==> src/host_port_regs.vh <==
// Constants for the serial host port and status pin block.
// Included by the host port design file only; holds definitions only.
`ifndef HOST_PORT_REGS_VH
`define HOST_PORT_REGS_VH

// Reset values of synchronised pins
`define SYNC_RST_PIN_INIT      1'h1
`define SYNC_OE_PIN_INIT       1'h0
`define SYNC_SEL_PIN_INIT      1'h1
`define SYNC_SERIAL_INIT       4'hF
`define SYNC_STATUS_INIT       6'h3E

// Status field positions
`define ST_LOCK                0
`define ST_LOS0                1
`define ST_LOS3                4
`define ST_XTAL                5
`define ST_WIDTH               6

// Strap encoding
`define SEL_I2C                1'h1
`define SEL_SPI                1'h0

// Serial engine states
`define S_IDLE                 2'h0
`define S_ADDR                 2'h1
`define S_WR                   2'h2
`define S_RD                   2'h3

// Bit counts within a byte frame
`define BITS_BYTE              4'h8
`define BITS_ACK               4'h9
`define BITS_LAST              4'h7

// Upper five bits of the 7-bit target address, arbitrary value
`define I2C_ADDR_UPPER         5'h0D

`endif

==> src/sync2.v <==
// Two-stage synchroniser for a group of pins.
// Assumes a synchronous active-high reset on the sampling clock.
`timescale 1ns/100ps
module sync2 #(
  parameter WIDTH = 1,
  parameter [WIDTH-1:0] INIT = {WIDTH{1'b0}}
)(
  // Clock and reset
  input  wire             clk,
  input  wire             rst,
  // Pins in, synchronised out
  input  wire [WIDTH-1:0] async_in,
  output reg  [WIDTH-1:0] sync_out
);

  reg [WIDTH-1:0] meta_reg;

  // First stage is read only by the second
  always @(posedge clk)
  begin
    if (rst)
    begin
      meta_reg <= INIT;
      sync_out <= INIT;
    end
    else
    begin
      meta_reg <= async_in;
      sync_out <= meta_reg;
    end
  end

endmodule // sync2

==> src/host_port_and_status_pins.v <==
// Serial host port pin muxing, status pins, reset and output disable.
// Assumes status levels come from other clock domains and a host on the pins.
`timescale 1ns/100ps
`include "host_port_regs.vh"
module host_port_and_status_pins (
  // Clock and reset
  input  wire       core_clk,
  input  wire       rst,
  // Control pins
  input  wire       device_reset_n,
  input  wire       output_disable_pin,
  input  wire       iface_select_pin,
  // Serial pins
  input  wire       serial_clk_pin,
  input  wire       serial_data_in,
  output reg        serial_data_out,
  output reg        serial_data_oe_n,
  input  wire       addr_high_or_data_out_pin_in,
  output reg        addr_high_or_data_out_pin_out,
  output reg        addr_high_or_data_out_pin_oe_n,
  input  wire       addr_low_or_select_pin,
  // Configuration
  input  wire       spi_three_wire,
  input  wire       spi_three_wire_read,
  // Byte port to register logic
  output reg  [7:0] rx_byte,
  output reg        rx_valid,
  output reg        rx_is_addr,
  input  wire [7:0] tx_byte,
  output reg        tx_load,
  // Status sources
  input  wire       pll_locked,
  input  wire [3:0] ref_los,
  input  wire       crystal_los,
  input  wire [5:0] status_clear,
  // Status and control outputs
  output reg        status_change_irq_n,
  output reg        loop_unlocked_n,
  output reg        loop_unlocked_alt_n,
  output reg        ref0_signal_loss_n,
  output reg        ref1_signal_loss_n,
  output reg        ref2_signal_loss_n,
  output reg        ref3_signal_loss_n,
  output reg        crystal_signal_loss_n,
  output reg        clk_outputs_enable,
  output reg        logic_reset,
  output reg        i2c_mode
);

  ////////////////////////////////////////////////////////////////////////////
  // Synchronisers
  wire       rst_pin_s;
  wire       oe_pin_s;
  wire       sel_pin_s;
  wire [3:0] ser_s;
  wire [5:0] st_s;

  sync2 #(.WIDTH(1), .INIT(`SYNC_RST_PIN_INIT)) u_sync_rst (
    .clk      (core_clk),
    .rst      (rst),
    .async_in (device_reset_n),
    .sync_out (rst_pin_s)
  );
  sync2 #(.WIDTH(1), .INIT(`SYNC_OE_PIN_INIT)) u_sync_oe (
    .clk      (core_clk),
    .rst      (rst),
    .async_in (output_disable_pin),
    .sync_out (oe_pin_s)
  );
  sync2 #(.WIDTH(1), .INIT(`SYNC_SEL_PIN_INIT)) u_sync_sel (
    .clk      (core_clk),
    .rst      (1'b0), // Left running so the strap is seen while in reset
    .async_in (iface_select_pin),
    .sync_out (sel_pin_s)
  );
  sync2 #(.WIDTH(4), .INIT(`SYNC_SERIAL_INIT)) u_sync_ser (
    .clk      (core_clk),
    .rst      (rst),
    .async_in ({serial_clk_pin, serial_data_in, addr_high_or_data_out_pin_in, addr_low_or_select_pin}),
    .sync_out (ser_s)
  );
  sync2 #(.WIDTH(6), .INIT(`SYNC_STATUS_INIT)) u_sync_st (
    .clk      (core_clk),
    .rst      (1'b0), // Left running so no false change follows reset
    .async_in ({crystal_los, ref_los, pll_locked}),
    .sync_out (st_s)
  );

  wire sclk_s = ser_s[3];
  wire sda_s  = ser_s[2];
  wire a1_s   = ser_s[1];
  wire a0_s   = ser_s[0];

  ////////////////////////////////////////////////////////////////////////////
  // Reset, strap and output enable
  // Reset pin and core reset both reset every register below; i2c_mode and st_prev_reg instead load the strap and the status
  wire int_rst = rst | ~rst_pin_s;

  always @(posedge core_clk)
  begin
    logic_reset <= int_rst;
    // Strap is caught while in reset, so a mid-transfer change cannot corrupt a frame
    if (int_rst)
      i2c_mode <= (sel_pin_s == `SEL_I2C);
    // Outputs off during reset and while disable pin is high
    if (int_rst)
      clk_outputs_enable <= 1'b0;
    else
      clk_outputs_enable <= ~oe_pin_s;
  end

  ////////////////////////////////////////////////////////////////////////////
  // Status pins and change flags
  reg [5:0] st_prev_reg;
  reg [5:0] flags_reg;
  reg [5:0] flags_next;

  always @*
  begin
    // Set wins over a clear in the same cycle
    flags_next = (flags_reg & ~status_clear) | (st_s ^ st_prev_reg);
  end

  always @(posedge core_clk)
  begin
    if (int_rst)
    begin
      st_prev_reg           <= st_s;
      flags_reg             <= 6'h00;
      status_change_irq_n   <= 1'b1;
      loop_unlocked_n       <= 1'b0;
      loop_unlocked_alt_n   <= 1'b0;
      ref0_signal_loss_n    <= 1'b1;
      ref1_signal_loss_n    <= 1'b1;
      ref2_signal_loss_n    <= 1'b1;
      ref3_signal_loss_n    <= 1'b1;
      crystal_signal_loss_n <= 1'b1;
    end
    else
    begin
      st_prev_reg           <= st_s;
      flags_reg             <= flags_next;
      status_change_irq_n   <= ~|flags_next;
      loop_unlocked_n       <= st_s[`ST_LOCK];
      loop_unlocked_alt_n   <= st_s[`ST_LOCK];
      ref0_signal_loss_n    <= ~st_s[`ST_LOS0];
      ref1_signal_loss_n    <= ~st_s[`ST_LOS0+1];
      ref2_signal_loss_n    <= ~st_s[`ST_LOS0+2];
      ref3_signal_loss_n    <= ~st_s[`ST_LOS3];
      crystal_signal_loss_n <= ~st_s[`ST_XTAL];
    end
  end

  ////////////////////////////////////////////////////////////////////////////
  // Serial engine
  // Pin edges are seen 2-3 core cycles late; fine for an 80 ns serial clock
  reg       sclk_d_reg;
  reg       sda_d_reg;
  reg       cs_d_reg;
  reg [1:0] state_reg;
  reg [3:0] bit_cnt_reg;
  reg [7:0] sh_rx_reg;
  reg [7:0] sh_tx_reg;
  reg       rw_reg;
  reg       nack_reg;

  wire sclk_rise = sclk_s & ~sclk_d_reg;
  wire sclk_fall = ~sclk_s & sclk_d_reg;
  wire i2c_start = i2c_mode & sclk_s & sclk_d_reg & sda_d_reg & ~sda_s;
  wire i2c_stop  = i2c_mode & sclk_s & sclk_d_reg & ~sda_d_reg & sda_s;
  wire cs_fall   = ~i2c_mode & cs_d_reg & ~a0_s;
  wire cs_rise   = ~i2c_mode & ~cs_d_reg & a0_s;
  // 7-bit address: fixed upper bits then the two address pins
  wire [6:0] my_addr  = {`I2C_ADDR_UPPER, a1_s, a0_s};
  wire [7:0] rx_shift = {sh_rx_reg[6:0], i2c_mode ? sda_s : (spi_three_wire ? sda_s : sda_s)};
  // In 4-wire mode the data pin is an input only
  wire spi_drive_data = spi_three_wire & spi_three_wire_read;

  always @(posedge core_clk)
  begin
    if (int_rst)
    begin
      sclk_d_reg                     <= 1'b0;
      sda_d_reg                      <= 1'b1;
      cs_d_reg                       <= 1'b1;
      state_reg                      <= `S_IDLE;
      bit_cnt_reg                    <= 4'h0;
      sh_rx_reg                      <= 8'h00;
      sh_tx_reg                      <= 8'h00;
      rw_reg                         <= 1'b0;
      nack_reg                       <= 1'b0;
      rx_byte                        <= 8'h00;
      rx_valid                       <= 1'b0;
      rx_is_addr                     <= 1'b0;
      tx_load                        <= 1'b0;
      serial_data_out                <= 1'b0;
      serial_data_oe_n               <= 1'b1;
      addr_high_or_data_out_pin_out  <= 1'b0;
      addr_high_or_data_out_pin_oe_n <= 1'b1;
    end
    else
    begin
      sclk_d_reg <= sclk_s;
      sda_d_reg  <= sda_s;
      cs_d_reg   <= a0_s;
      rx_valid   <= 1'b0;
      tx_load    <= 1'b0;
      if (i2c_mode)
      begin
        // Open-drain data line, address-high pin is an input
        serial_data_out                <= 1'b0;
        addr_high_or_data_out_pin_oe_n <= 1'b1;
        if (i2c_stop)
        begin
          state_reg        <= `S_IDLE;
          serial_data_oe_n <= 1'b1;
        end
        else if (i2c_start)
        begin
          state_reg        <= `S_ADDR;
          bit_cnt_reg      <= 4'h0;
          serial_data_oe_n <= 1'b1;
        end
        else if (state_reg != `S_IDLE)
        begin
          if (sclk_rise)
          begin
            bit_cnt_reg <= bit_cnt_reg + 4'h1;
            if (bit_cnt_reg < `BITS_BYTE)
              sh_rx_reg <= rx_shift;
            else if (state_reg == `S_RD)
              nack_reg <= sda_s;
          end
          else if (sclk_fall)
          begin
            if (bit_cnt_reg == `BITS_BYTE)
            begin
              case (state_reg)
                `S_ADDR:
                begin
                  if (sh_rx_reg[7:1] == my_addr)
                  begin
                    rw_reg           <= sh_rx_reg[0];
                    nack_reg         <= 1'b0;
                    serial_data_oe_n <= 1'b0;
                    rx_byte          <= sh_rx_reg;
                    rx_valid         <= 1'b1;
                    rx_is_addr       <= 1'b1;
                  end
                  else
                    state_reg <= `S_IDLE;
                end
                `S_WR:
                begin
                  serial_data_oe_n <= 1'b0;
                  rx_byte          <= sh_rx_reg;
                  rx_valid         <= 1'b1;
                  rx_is_addr       <= 1'b0;
                end
                default:
                  serial_data_oe_n <= 1'b1;
              endcase
            end
            else if (bit_cnt_reg == `BITS_ACK)
            begin
              bit_cnt_reg <= 4'h0;
              if ((state_reg == `S_ADDR && rw_reg) || (state_reg == `S_RD && !nack_reg))
              begin
                state_reg        <= `S_RD;
                sh_tx_reg        <= tx_byte;
                tx_load          <= 1'b1;
                serial_data_oe_n <= tx_byte[7];
              end
              else if (state_reg == `S_RD)
              begin
                // Host refused more data
                state_reg        <= `S_IDLE;
                serial_data_oe_n <= 1'b1;
              end
              else
              begin
                state_reg        <= `S_WR;
                serial_data_oe_n <= 1'b1;
              end
            end
            else if (state_reg == `S_RD && bit_cnt_reg != 4'h0)
            begin
              sh_tx_reg        <= {sh_tx_reg[6:0], 1'b0};
              serial_data_oe_n <= sh_tx_reg[6];
            end
          end
        end
      end
      else
      begin
        state_reg <= `S_IDLE;
        if (cs_rise)
        begin
          serial_data_oe_n               <= 1'b1;
          addr_high_or_data_out_pin_oe_n <= 1'b1;
        end
        else if (cs_fall)
        begin
          // Frame opens with the first byte already on the output
          bit_cnt_reg                    <= 4'h0;
          sh_tx_reg                      <= tx_byte;
          tx_load                        <= 1'b1;
          serial_data_out                <= tx_byte[7];
          serial_data_oe_n               <= ~spi_drive_data;
          addr_high_or_data_out_pin_out  <= tx_byte[7];
          addr_high_or_data_out_pin_oe_n <= spi_three_wire;
        end
        else if (!a0_s)
        begin
          if (sclk_rise)
          begin
            sh_rx_reg <= rx_shift;
            if (bit_cnt_reg == `BITS_LAST)
            begin
              bit_cnt_reg <= 4'h0;
              rx_byte     <= rx_shift;
              rx_valid    <= 1'b1;
              rx_is_addr  <= 1'b0;
            end
            else
              bit_cnt_reg <= bit_cnt_reg + 4'h1;
          end
          else if (sclk_fall)
          begin
            if (bit_cnt_reg == 4'h0)
            begin
              sh_tx_reg                     <= tx_byte;
              tx_load                       <= 1'b1;
              serial_data_out               <= tx_byte[7];
              addr_high_or_data_out_pin_out <= tx_byte[7];
            end
            else
            begin
              sh_tx_reg                     <= {sh_tx_reg[6:0], 1'b0};
              serial_data_out               <= sh_tx_reg[6];
              addr_high_or_data_out_pin_out <= sh_tx_reg[6];
            end
          end
        end
      end
    end
  end

endmodule // host_port_and_status_pins

==> config.mk <==
export PLATFORM = sky130hd
export DESIGN_NAME = host_port_and_status_pins
export DESIGN_NICKNAME = d
export VERILOG_FILES = /design/src/sync2.v /design/src/host_port_and_status_pins.v
export VERILOG_INCLUDE_DIRS = /design/src
export SDC_FILE = /design/constraint.sdc
export NUM_CORES = 1
export LEC_CHECK = 0
export BUFFER_PORTS_ARGS = -buffer_cell sky130_fd_sc_hd__buf_2
export CELL_PAD_IN_SITES_DETAIL_PLACEMENT = 0
export CELL_PAD_IN_SITES_GLOBAL_PLACEMENT = 1
export CORE_MARGIN = 2
export CORE_UTILIZATION = 30
export DETAILED_ROUTE_END_ITERATION = 7
export PLACE_DENSITY = 0.7
export SYNTH_ARGS = -nofsm -noshare
export SYNTH_HDL_FRONTEND = slang
export SYNTH_HIERARCHICAL = 1
export SYNTH_SLANG_ARGS = --single-unit
==> constraint.sdc <==
create_clock -name core_clk -period 2 [get_ports core_clk]
set_input_delay 0.6 -clock core_clk [delete_from_list [all_inputs] [get_ports core_clk]]
set_output_delay 0.6 -clock core_clk [all_outputs]
set_load 0.01 [all_outputs]
==> results_dict.tcl <==
set metrics [dict create \
    synth_top_area_share_pct 46.67 \
    gr-total-overflow 0 \
    synth_top_family_by_area "simple AND/OR/NAND/NOR gates" \
    synthArstFlopShare_pct 0 \
    cts_sinks 89 \
    drc_errors 0 \
    fp.dieW_um 116.2 \
    vias_per_cell 4.642 \
    cts_made_buffers 9 \
    cts_tree "yes" \
    synth_cells 398 \
    netlist_area_sq_um 3775 \
    p_total_mw 3.813 \
    r2r_end "rx_is_addr" \
    fp.coreArea_sq_um 12160 \
    max_cap_viol_count 0 \
    path_clk_slew_ps 70 \
    dpl_cell_area_sq_um 4408 \
    yosysWarnings 6 \
    grt_max_degree 28 \
    syn-mean-instance-area_sq_um 9.485 \
    hold_path_startpoint "u_sync_st/sync_out[1]" \
    status "finished, final reports clean" \
    antenna_found_initial 0 \
    slew_viol_final 0 \
    ff_latch_area_sq_um 1793 \
    synth_seq_area_share_pct 47.46 \
    routed-via-count 3050 \
    clockRootBuffer "clkbuf_16" \
    ant_nets 0 \
    grt_pass1_wl_um 14540 \
    synth_fa_ha_area_share_pct 2.983 \
    min_delay_path_depth 0 \
    min_path_type "reg2reg" \
    cellLeakagePower_nw 1.949 \
    worst_pin_slew_ps 561.0 \
    fill_cells 1238 \
    holdBufCountCts 0 \
    synth.largest_area_cell "dfxtp_1" \
    hpwl_um 6456 \
    ys_types 60 \
    rsz0062_at_grt "yes" \
    yosys-mux-area-fraction_pct 5.038 \
    postLayoutCellArea_sq_um 4781 \
    power_density_nw_per_um2 797.5 \
    yosys-top-cells-area "dfxtp_1, mux2i_1, a21oi_1, or2_1, ha_1" \
    post-route-period-util_pct 98.14 \
    ys.flop_type "dfxtp_1" \
    cp_cell_sequence "inv_1, ha_2, nand3b_1, a211oi_4, a21oi_4, or4_1, a21oi_1" \
    required_ps 2280 \
    final_layout_size_suffix_gt1_share_pct 25.97 \
    setup_violations 0 \
    synth-seq-cells 89 \
    wl_per_cell_um 13.51 \
    drt-pass1-iter-count 4 \
    synth_edf_count 1 \
    global_route.usage.total_pct 13.98 \
    cts.path.max_buffers 2 \
    relSlewSlack_pct 62.48 \
    drt_iter0_drc 158 \
    worst-r2r-cell-count 7 \
    timing.final.ws_setup_ps 37.16 \
    fin_crit_ps 1963 \
    pre_cts_ws_ps -53.77 \
    antenna_cells 0 \
    port_buffers 56 \
    initial_core_util_pct 31.04 \
    whs_endpoint "st_prev_reg[1]" \
    pin_count 57 \
    multi_input_area_sq_um 1862 \
    rows 40 \
    clk_latency_ps 350 \
    worstSetupPathType "reg2reg" \
    finClkSkew_ps 9.240 \
    critPathCaptureType "flip-flop" \
    startpoint_type "flip-flop" \
    synthXorXnorAreaFrac_pct 2.320 \
    synthSimpleGateAreaFrac_pct 22.37 \
    crit_arrival_ps 2240 \
    utilization_pct 39.31 \
    hold_viol 0 \
    area_growth_pct 26.65 \
    hold_ws_ps 374.5 \
    routed_wirelength_um 8876 \
    htreeDepth 3 \
    gp_congestion 0.8705 \
    layout.nets 524 \
    r2r_start "bit_cnt_reg[0]" \
    fin_setup_tns_ps 0 \
    synth_compound_area_share_pct 15.05 \
    cp_max_fo 13 \
    peakVddDrop_mv 0.7816 \
    max_freq_mhz 509.5 \
    grt_pass1_vias 2942 \
    die_h_um 116.2 \
    dp.cells 638 \
    max_stage_delay_ps 480 \
    slowest_stage "or4_1" \
    fin_cells 657 \
    r2r_slack_ps 40 \
    dieArea_sq_um 13500 \
]
## where the power goes
part           switching, mW  total [mW]  internal [mW]
Combinational          0.170       0.303          0.133
Clock                  0.750        1.65          0.902
Sequential            0.0230        1.86           1.83
Total                  0.943        3.81           2.87
## synth_stat cells, drive strengths merged (2+ instances only)
master,instances
dfxtp,88
a21oi,34
nor2,32
or2,22
o21ai,21
mux2i,19
nand2,19
nand3,19
inv,16
clkbuf,11
or3,10
xor2,10
buf,9
ha,9
nor2b,7
a22o,6
nand2b,6
a211oi,5
and2,5
o21a,5
a31oi,3
nand3b,3
nand4,3
nand4b,3
a21o,2
and2b,2
nor3,2
o2111ai,2
o22ai,2
or3b,2
or4,2
or4b,2
## cells by family after synthesis
group | count (synthesis)
muxes | 19
xor gates and xnor gates | 10
and+or+nand+nor | 145
DFF | 89
buffers and inverters | 37
AOI/OAI and AO/OA | 88
adders and majority gates | 9
other | 1
## critical path, delay by kind of cell (launching register included)
family                     cells  cell delay, ps
and+or+nand+nor                2             680
AOI/OAI and AO/OA              3             580
adders and majority gates      1             240
buffers and inverters          1              60
DFF                            1             330
## worst max path at each step
stage	slack [ps]	from	end
final	40	bit_cnt_reg[0]	rx_is_addr
after global routing	-90	bit_cnt_reg[1]	bit_cnt_reg[3]
after CTS	10	i2c_mode	rx_is_addr
after detailed placement	-50	i2c_mode	rx_is_addr
after global placement	-30	bit_cnt_reg[1]	rx_is_addr
after floorplan	4	sclk_d_reg	rx_byte[6]
## routing by layer
layer / vias up / GRT usage (%) / routed length [um]
li1: 1543 / - / -
met2: 84 / 21.64 / 3944
met1: 1408 / 18.26 / 4180
met5: - / 0 / 0
met3: 15 / 5.138 / 562
met4: 0 / 4.365 / 188
## area by class of cell
class / instances / share of cell area [%]
clock buffer: 10 / 4.999
clock inverter: 6 / 1.125
inverter: 17 / 1.335
multi-input combinational: 276 / 38.94
sequential: 89 / 37.50
tap: 168 / 4.397
timing repair buffer: 91 / 11.70
## cells in the final DEF, fill, tap and decap left out, types with 3 or more instances in the layout
master and instances:
a21oi_1 33, a22o_1 6, a31oi_1 3, and2_1 5, buf_2 56, buf_4 33
clkbuf_16 9, conb_1 5, dfxtp_1 87, ha_1 7, inv_1 16, inv_6 4
mux2i_1 19, nand2_1 18, nand2b_1 6, nand3_1 19, nand4_1 3, nand4b_1 3
nor2_1 30, nor2b_1 7, o21a_1 5, o21ai_0 20, or2_1 22, or3_1 10
xor2_1 10
## timing repair
action	CTS	global route
gates resized for setup	5	5
pin swaps	2	3
setup endpoints to repair	15	30
buffers inserted	0	3
gates cloned	0	0
Power figures use the tool's default switching activity.
